**src/hdl/gpio_pkg.sv**
```systemverilog
/*
 * Constants for the port A I/O block: register offsets, field positions,
 * reset values, edge codes and the bus answers.
 * Assumes a 32-bit AXI4-Lite register bus with word-aligned registers.
 */
package gpio_pkg;
	// printed offsets are not all multiples of four: they are register indices
	localparam logic [7:0]  IDX_EDGE_SEL   = 8'h0C;
	localparam logic [7:0]  IDX_PA_INEN    = 8'h0D;
	localparam logic [7:0]  IDX_PB_INEN    = 8'h0E;
	localparam logic [7:0]  IDX_PA_DATA    = 8'h10;
	localparam logic [7:0]  IDX_PA_DIR     = 8'h11;
	localparam logic [7:0]  IDX_PA_PULLUP  = 8'h12;
	localparam logic [7:0]  IDX_TMR_SEL    = 8'h20;
	localparam logic [7:0]  IDX_IRQ_STATUS = 8'h21;
	localparam logic [7:0]  IDX_IRQ_MASK   = 8'h22;
	localparam logic [7:0]  IDX_PIN_STATE  = 8'h23;
	localparam int          ADDR_W         = 12;

	localparam int          EDGE_T16_BIT   = 4;
	localparam int          EDGE_IRQ1_LO   = 2;
	localparam int          EDGE_IRQ0_LO   = 0;
	localparam int          OPEN_DRAIN_PIN = 5;
	localparam int          PA_INT_PIN0    = 0;
	localparam int          PA_INT_PIN1    = 4;
	localparam int          PB_INT_PIN0    = 5;
	localparam int          PB_INT_PIN1    = 0;
	localparam int          TMR_BASE_BIT   = 8;

	localparam logic [7:0]  EDGE_SEL_RESET = 8'h00;
	localparam logic [7:0]  PA_INEN_RESET  = 8'hF9;
	localparam logic [7:0]  PA_INEN_MASK   = 8'hF9;
	localparam logic [7:0]  PB_INEN_RESET  = 8'hFF;
	localparam logic [7:0]  PORT_RESET     = 8'h00;

	// status bits: 0 first pin irq, 1 second pin irq, 2 timer irq
	localparam int          NUM_IRQ        = 3;
	localparam int          IRQ_TMR        = 2;

	localparam logic [1:0]  RESP_OKAY      = 2'h0;
	localparam logic [1:0]  RESP_SLVERR    = 2'h2;

	typedef enum logic [1:0] {
		EDGE_BOTH    = 2'b00,
		EDGE_RISE    = 2'b01,
		EDGE_FALL    = 2'b10,
		EDGE_RESERVD = 2'b11
	} edge_mode_t;
endpackage

```
**src/hdl/edge_if.sv**
```systemverilog
/*
 * Carrier between the top and the edge detector: raw inputs in, edge pulses out.
 * Assumes one clock domain for both ends.
 */
`timescale 1ns/1ps
interface edge_if #(parameter int N = 4);
	logic [N-1:0] level;
	logic [N-1:0] rise;
	logic [N-1:0] fall;
	modport detector (input level, output rise, output fall);
	modport user     (output level, input rise, input fall);
endinterface

```
**src/hdl/edge_detect.sv**
```systemverilog
/*
 * Per-bit edge detector with optional two-flop synchroniser.
 * Assumes inputs from pins are asynchronous when SYNC is set.
 */
`timescale 1ns/1ps
module edge_detect #(
	parameter int N    = 4,
	parameter bit SYNC = 1'b1
) (
	input  wire logic   sys_clk,
	input  wire logic   rst_n,
	edge_if.detector    e
);
	genvar i;
	generate
		for (i = 0; i < N; i++) begin : g_bit
			logic meta;
			logic stable;
			logic prev;
			always_ff @(posedge sys_clk or negedge rst_n) begin
				if (!rst_n) begin
					meta   <= 1'b0;
					stable <= 1'b0;
					prev   <= 1'b0;
				end else begin
					meta   <= e.level[i];
					stable <= SYNC ? meta : e.level[i];
					prev   <= stable;
				end
			end
			assign e.rise[i] = stable & ~prev;
			assign e.fall[i] = ~stable & prev;
		end
	endgenerate
endmodule

```
**src/hdl/porta_io.sv**
```systemverilog
/*
 * Port A data, direction and pull-up control, input enables for ports A and B,
 * and the edge selection for the two pin interrupts and the counter interrupt,
 * reached over AXI4-Lite.
 * Assumes pad cells outside resolve drive from the output and enable signals,
 * and that the sixteen-bit counter value arrives on the same clock.
 */
`timescale 1ns/1ps
module porta_io
	import gpio_pkg::*;
#(
	parameter bit PIN_SEL0 = 1'b0,
	parameter bit PIN_SEL1 = 1'b0
) (
	input  wire logic        sys_clk,
	input  wire logic        rst_n,
	input  wire logic [11:0] s_axi_awaddr,
	input  wire logic        s_axi_awvalid,
	output logic             s_axi_awready,
	input  wire logic [31:0] s_axi_wdata,
	input  wire logic [3:0]  s_axi_wstrb,
	input  wire logic        s_axi_wvalid,
	output logic             s_axi_wready,
	output logic [1:0]       s_axi_bresp,
	output logic             s_axi_bvalid,
	input  wire logic        s_axi_bready,
	input  wire logic [11:0] s_axi_araddr,
	input  wire logic        s_axi_arvalid,
	output logic             s_axi_arready,
	output logic [31:0]      s_axi_rdata,
	output logic [1:0]       s_axi_rresp,
	output logic             s_axi_rvalid,
	input  wire logic        s_axi_rready,
	input  wire logic [7:0]  porta_in,
	output logic [7:0]       porta_out,
	output logic [7:0]       porta_oe_n,
	output logic [7:0]       porta_pullup_en,
	input  wire logic [7:0]  portb_in,
	input  wire logic [15:0] sixteen_bit_counter,
	output logic [7:0]       porta_digital,
	output logic [7:0]       portb_digital,
	output logic [7:0]       porta_wake_en,
	output logic [7:0]       portb_wake_en,
	output logic             irq
);
	logic [7:0]         edge_sel;
	logic [7:0]         pa_inen;
	logic [7:0]         pb_inen;
	logic [7:0]         porta_data;
	logic [7:0]         porta_direction;
	logic [7:0]         porta_pullup;
	logic [2:0]         tmr_sel;
	logic [NUM_IRQ-1:0] irq_status;
	logic [NUM_IRQ-1:0] irq_mask;

	logic [11:0]        aw_addr;
	logic               aw_held;
	logic [31:0]        w_data;
	logic [3:0]         w_strb;
	logic               w_held;
	logic               do_write;
	logic [7:0]         w_idx;
	logic               w_hit;
	logic [7:0]         r_idx;
	logic [31:0]        next_rdata;
	logic               r_hit;

	logic [7:0]         pa_sync1;
	logic [7:0]         pa_sync2;
	logic [7:0]         pb_sync1;
	logic [7:0]         pb_sync2;
	logic               tmr_bit;
	logic [NUM_IRQ-1:0] irq_event;

	edge_if #(.N(3)) pin_edges ();

	// write channel: address and data are taken in either order
	assign s_axi_awready = !aw_held && !s_axi_bvalid;
	assign s_axi_wready  = !w_held && !s_axi_bvalid;
	assign do_write      = aw_held && w_held && !s_axi_bvalid;
	assign w_idx         = aw_addr[9:2];
	assign w_hit         = (aw_addr[1:0] == 2'b00) && (aw_addr[11:10] == 2'b00) && (w_strb[0] == 1'b1);

	always_ff @(posedge sys_clk or negedge rst_n) begin
		if (!rst_n) begin
			aw_held <= 1'b0;
			w_held  <= 1'b0;
			aw_addr <= 12'h000;
			w_data  <= 32'h00000000;
			w_strb  <= 4'h0;
		end else begin
			if (s_axi_awvalid && s_axi_awready) begin
				aw_held <= 1'b1;
				aw_addr <= s_axi_awaddr;
			end
			if (s_axi_wvalid && s_axi_wready) begin
				w_held <= 1'b1;
				w_data <= s_axi_wdata;
				w_strb <= s_axi_wstrb;
			end
			if (do_write) begin
				aw_held <= 1'b0;
				w_held  <= 1'b0;
			end
		end
	end

	always_ff @(posedge sys_clk or negedge rst_n) begin
		if (!rst_n) begin
			s_axi_bvalid <= 1'b0;
			s_axi_bresp  <= RESP_OKAY;
		end else if (do_write) begin
			s_axi_bvalid <= 1'b1;
			s_axi_bresp  <= RESP_OKAY;
			if (!(w_hit && (w_idx == IDX_EDGE_SEL || w_idx == IDX_PA_INEN || w_idx == IDX_PB_INEN
				|| w_idx == IDX_PA_DATA || w_idx == IDX_PA_DIR || w_idx == IDX_PA_PULLUP
				|| w_idx == IDX_TMR_SEL || w_idx == IDX_IRQ_STATUS || w_idx == IDX_IRQ_MASK))) begin
				s_axi_bresp <= RESP_SLVERR;
			end
		end else if (s_axi_bready) begin
			s_axi_bvalid <= 1'b0;
		end
	end

	// configuration registers; only the low byte lane carries data
	always_ff @(posedge sys_clk or negedge rst_n) begin
		if (!rst_n) begin
			edge_sel        <= EDGE_SEL_RESET;
			pa_inen         <= PA_INEN_RESET;
			pb_inen         <= PB_INEN_RESET;
			porta_data      <= PORT_RESET;
			porta_direction <= PORT_RESET;
			porta_pullup    <= PORT_RESET;
			tmr_sel         <= 3'h0;
			irq_mask        <= '0;
		end else if (do_write && w_hit) begin
			unique case (w_idx)
				IDX_EDGE_SEL:   edge_sel        <= w_data[7:0] & 8'h1F;
				// reserved bits kept zero whatever software writes
				IDX_PA_INEN:    pa_inen         <= w_data[7:0] & PA_INEN_MASK;
				IDX_PB_INEN:    pb_inen         <= w_data[7:0];
				IDX_PA_DATA:    porta_data      <= w_data[7:0];
				IDX_PA_DIR:     porta_direction <= w_data[7:0];
				IDX_PA_PULLUP:  porta_pullup    <= w_data[7:0];
				IDX_TMR_SEL:    tmr_sel         <= w_data[2:0];
				IDX_IRQ_MASK:   irq_mask        <= w_data[NUM_IRQ-1:0];
				default: ;
			endcase
		end
	end

	// read channel; edge select and input enables are write-only and read zero
	assign s_axi_arready = !s_axi_rvalid;
	assign r_idx         = s_axi_araddr[9:2];

	always_comb begin
		next_rdata = 32'h00000000;
		r_hit      = (s_axi_araddr[1:0] == 2'b00) && (s_axi_araddr[11:10] == 2'b00);
		unique case (r_idx)
			IDX_EDGE_SEL, IDX_PA_INEN, IDX_PB_INEN: next_rdata = 32'h00000000;
			IDX_PA_DATA:    next_rdata[7:0] = porta_data;
			IDX_PA_DIR:     next_rdata[7:0] = porta_direction;
			IDX_PA_PULLUP:  next_rdata[7:0] = porta_pullup;
			IDX_TMR_SEL:    next_rdata[2:0] = tmr_sel;
			IDX_IRQ_STATUS: next_rdata[NUM_IRQ-1:0] = irq_status;
			IDX_IRQ_MASK:   next_rdata[NUM_IRQ-1:0] = irq_mask;
			IDX_PIN_STATE:  next_rdata[15:0] = {portb_digital, porta_digital};
			default:        r_hit = 1'b0;
		endcase
	end

	always_ff @(posedge sys_clk or negedge rst_n) begin
		if (!rst_n) begin
			s_axi_rvalid <= 1'b0;
			s_axi_rdata  <= 32'h00000000;
			s_axi_rresp  <= RESP_OKAY;
		end else if (s_axi_arvalid && s_axi_arready) begin
			s_axi_rvalid <= 1'b1;
			s_axi_rdata  <= r_hit ? next_rdata : 32'h00000000;
			s_axi_rresp  <= r_hit ? RESP_OKAY : RESP_SLVERR;
		end else if (s_axi_rready) begin
			s_axi_rvalid <= 1'b0;
		end
	end

	// pad control
	always_comb begin
		porta_out  = porta_data;
		porta_oe_n = ~porta_direction;
		// pin five can only sink: a one with output mode floats the pad
		porta_out[OPEN_DRAIN_PIN]  = 1'b0;
		porta_oe_n[OPEN_DRAIN_PIN] = ~(porta_direction[OPEN_DRAIN_PIN] & ~porta_data[OPEN_DRAIN_PIN]);
	end
	assign porta_pullup_en = porta_pullup & ~porta_direction;

	// pins are asynchronous; two flops before anything reads them
	always_ff @(posedge sys_clk or negedge rst_n) begin
		if (!rst_n) begin
			pa_sync1 <= 8'h00;
			pa_sync2 <= 8'h00;
			pb_sync1 <= 8'h00;
			pb_sync2 <= 8'h00;
		end else begin
			pa_sync1 <= porta_in;
			pa_sync2 <= pa_sync1;
			pb_sync1 <= portb_in;
			pb_sync2 <= pb_sync1;
		end
	end

	// a disabled pin reads low so it cannot wake or interrupt
	assign porta_digital = pa_sync2 & pa_inen;
	assign portb_digital = pb_sync2 & pb_inen;
	assign porta_wake_en = pa_inen;
	assign portb_wake_en = pb_inen;

	assign tmr_bit = sixteen_bit_counter[TMR_BASE_BIT + int'(tmr_sel)];

	// inputs are already synchronised, so the detector skips its meta flop
	assign pin_edges.level[0] = PIN_SEL0 ? portb_digital[PB_INT_PIN0] : porta_digital[PA_INT_PIN0];
	assign pin_edges.level[1] = PIN_SEL1 ? porta_digital[PA_INT_PIN1] : portb_digital[PB_INT_PIN1];
	assign pin_edges.level[2] = tmr_bit;

	edge_detect #(.N(3), .SYNC(1'b0)) u_edges (
		.sys_clk (sys_clk),
		.rst_n   (rst_n),
		.e       (pin_edges)
	);

	function automatic logic pin_hit(input logic [1:0] mode, input logic r, input logic f);
		logic hit;
		hit = 1'b0;
		unique case (edge_mode_t'(mode))
			EDGE_BOTH:    hit = r | f;
			EDGE_RISE:    hit = r;
			EDGE_FALL:    hit = f;
			EDGE_RESERVD: hit = 1'b0;
		endcase
		return hit;
	endfunction

	assign irq_event[0] = pin_hit(edge_sel[EDGE_IRQ0_LO +: 2], pin_edges.rise[0], pin_edges.fall[0]);
	assign irq_event[1] = pin_hit(edge_sel[EDGE_IRQ1_LO +: 2], pin_edges.rise[1], pin_edges.fall[1]);
	assign irq_event[IRQ_TMR] = edge_sel[EDGE_T16_BIT] ? pin_edges.fall[2] : pin_edges.rise[2];

	// sticky flags, cleared by writing one; a new event wins over the clear
	always_ff @(posedge sys_clk or negedge rst_n) begin
		if (!rst_n) begin
			irq_status <= '0;
		end else begin
			if (do_write && w_hit && w_idx == IDX_IRQ_STATUS) begin
				irq_status <= (irq_status & ~w_data[NUM_IRQ-1:0]) | irq_event;
			end else begin
				irq_status <= irq_status | irq_event;
			end
		end
	end

	assign irq = |(irq_status & irq_mask);
endmodule

```
**config.mk**
```make
export PLATFORM = sky130hd
export DESIGN_NAME = porta_io
export DESIGN_NICKNAME = d
export VERILOG_FILES = /design/src/hdl/gpio_pkg.sv /design/src/hdl/edge_if.sv /design/src/hdl/edge_detect.sv /design/src/hdl/porta_io.sv
export SDC_FILE = /design/constraint.sdc
export NUM_CORES = 1
export LEC_CHECK = 0
export BUFFER_PORTS_ARGS = -buffer_cell sky130_fd_sc_hd__buf_4
export CAP_MARGIN = 0
export CORE_UTILIZATION = 50
export DETAILED_ROUTE_END_ITERATION = 12
export PLACE_DENSITY = 0.79
export SYNTH_ARGS = -nofsm -noshare
export SYNTH_HDL_FRONTEND = slang
export SYNTH_HIERARCHICAL = 1
export SYNTH_SLANG_ARGS = --single-unit
```
**constraint.sdc**
```tcl
create_clock -name sys_clk -period 5.37 [get_ports sys_clk]
set_input_delay 0.2685 -clock sys_clk [delete_from_list [all_inputs] [get_ports sys_clk]]
set_output_delay 0.2685 -clock sys_clk [all_outputs]
set_load 0.05 [all_outputs]
```
==> run metrics <==
CTS root buf clkbuf_8; P per Cell Area 376 mW/mm^2; status complete, no violations; antenna cells 0; WL/cell 17.4 um; clk buf depth 2; Power Total 2.82 mW; GR Overflow Total 0; post-route ant nets 0; CTS Buf Count 17; CTS tree yes; Final min period 2.03 ns; RSZ-0062 raised after global routing no; clock sink count 129; Synth cell types 49; Max Cap Viol 0; Yosys Warn Count 6; Worst Path Arrival 2.42 ns; CP required 5.77 ns; Slew HR 36.6%; crit share post-route 37.7%; Initial Utilization 52.5%; first-pass GRT wire length 21200 um; asr flop ratio synth 100%; Core Footprint 0.0105 mm^2; commonest non-fill, non-tap cell in the layout buf_4; Post-synth top flop dfrtp_1; Port Buffers 136; # hold bufs at CTS 39; GRT Total Usage 24.6%; Post-CTS Setup Repair Bufs 0; Residual DRC 0; htree depth 4; CP startpoint kind register; Routed WL 13100 um; Yosys reg bits 129; Clock transition at path regs 0.06 ns; register area share after synthesis 58.9%; Rows 37; Least-Margin Pin Slew 0.943 ns; die span in x 107 um; Worst Hold Class input pin to register; Fin Setup TNS 0 ns; nets 706; post-DP HPWL 8660 um; endpoints failing setup 0; Mapped Cells 430; Worst setup EP type register; Setup Skew 0.00747 ns; pin count of the biggest net entering global routing 79; DR vias/cell 5.35; initial antenna violation count 0; DR vias 4043; initial DRC count 186; DR pass1 iterations 5; EDFF count, synth 0; die extent in y 107 um; layout cell share with drive strength beyond 1 41.6%; Cell Area, Synth 0.00551 mm^2; critical-path maximum fanout 8; number of global-route vias before repair 4226; CP Class register to register; FMAX 493 MHz; Peak supply drop 0.526 mV; Die Footprint 0.0115 mm^2; Final Slew Violations 0; Hold Violations, Final 0; most frequent cells in the layout buf_4, dfrtp_1, mux2_2; Post-Syn Area per Cell 12.8 um^2; Layout area overhead 36.2%; total I/O pin count 197; LEAKAGE 3.57 nW; GPL Wtd Cong 0.782; post-CTS sizing 0; Clock Latency Late Sink 0.52 ns
worst max-delay path, cell delays in order, from the launching register on:
cell and delay [ns]:
dfrtp_1 0.42, and3b_1 0.33, nand3_1 0.15, nor3b_2 0.29, nand3_2 0.33, mux2_2 0.39
where the power goes:
part	leakage (nW)	total [mW]	switching, mW	internal (mW)
sequential	1.61	1.24	0.156	1.09
clock	0.287	1.14	0.403	0.740
combinational	1.68	0.437	0.237	0.200
total	3.57	2.82	0.796	2.03
per-layer routing:
layer | routed length (um) | part of all wire [%] | track usage [%] | vias up
met1 | 5400 | 41 | 30.4 | 2016
met5 | 0 | 0 | 0 | -
met2 | 6630 | 50 | 41.3 | 176
met3 | 806 | 6.1 | 6.08 | 27
li1 | - | - | - | 1824
met4 | 298 | 2.3 | 10.2 | 0
registers in the layout, summed over array words and instances, names as in the netlist, 3 cells and up:
signal and count:
aw_addr 12, edge_sel 5, irq_mask 3, irq_status 3, pa_sync1 6, pa_sync2 6, pb_sync1 8, pb_sync2 8
porta_data 8, porta_direction 8, porta_pullup 8, porta_wake_en 6, portb_wake_en 8, s_axi_rdata 16, tmr_sel 3, u_edges/g_bit.prev 3
u_edges/g_bit.stable 3, w_data 8
metrics by stage:
stage / instances / hold WS [ns] / setup slack, ns / area (um^2) / utilization, %
finish: 756 / 0.121 / 3.34 / 7510 / 71.5
global route: 756 / 0.161 / 3.23 / 7510 / 71.5
CTS: 756 / 0.112 / 3.34 / 7510 / 71.5
detailed placement: 685 / 0.327 / 3.39 / 6530 / 62.1
global placement: 685 / 0.319 / 3.41 / 6530 / 62.1
floorplan: 452 / -0.0271 / 3.03 / 5600 / -
area by class of cell:
| cell class | count | area [um^2] |
|---|---|---|
| Fill cell | 692 | 3000 |
| Sequential cell | 129 | 3250 |
| Tap cell | 136 | 170 |
| Inverter | 13 | 48.8 |
| Clock buffer | 22 | 463 |
| Timing Repair Buffer | 177 | 1430 |
| Multi-Input combinational cell | 269 | 2020 |
| Clock inverter | 10 | 133 |
final timing paths:
kind	start	endpoint	slack, ns	cells past startpoint
max in group asynchronous	rst_n	irq_status[2]$_DFF_PN0_	3.65	3
hold reg to reg	pb_sync1[3]$_DFF_PN0_	pb_sync2[3]$_DFF_PN0_	0.35	0
min in group asynchronous	rst_n	pb_sync1[6]$_DFF_PN0_	0.31	2
setup / recovery	s_axi_bvalid$_DFFE_PN0P_	porta_pullup[7]$_DFFE_PN0P_	3.34	5
setup reg to reg	s_axi_bvalid$_DFFE_PN0P_	porta_pullup[7]$_DFFE_PN0P_	3.34	5
hold / removal	s_axi_araddr[10]	s_axi_rresp[1]$_DFFE_PN0P_	0.12	3
cells in the mapped netlist (6+ instances only):
library cell	instances	area, um^2
mux2_4	6	90.1
o21ai_0	21	105
nor2b_1	20	125
nand2_1	32	120
dfstp_2	14	368
nor2_1	14	52.6
clkbuf_1	7	26.3
and2_1	15	93.8
mux2_2	58	653
buf_4	30	225
a22o_1	11	96.3
inv_1	13	48.8
nand3_1	6	30.0
dfrtp_1	115	2880
logic make-up (layout without fill, tap and decap cells):
group           after synthesis  in the layout  share of synthesized area [%]
flops                       129            129                           58.9
simple gates                116            116                           12.5
mux                          70             70                           15.0
compound gates               60             60                           7.67
buf+inv                      54            222                           5.92
other cells                   1             23                         0.0680
No activity file was read; power rests on OpenSTA's default activity.
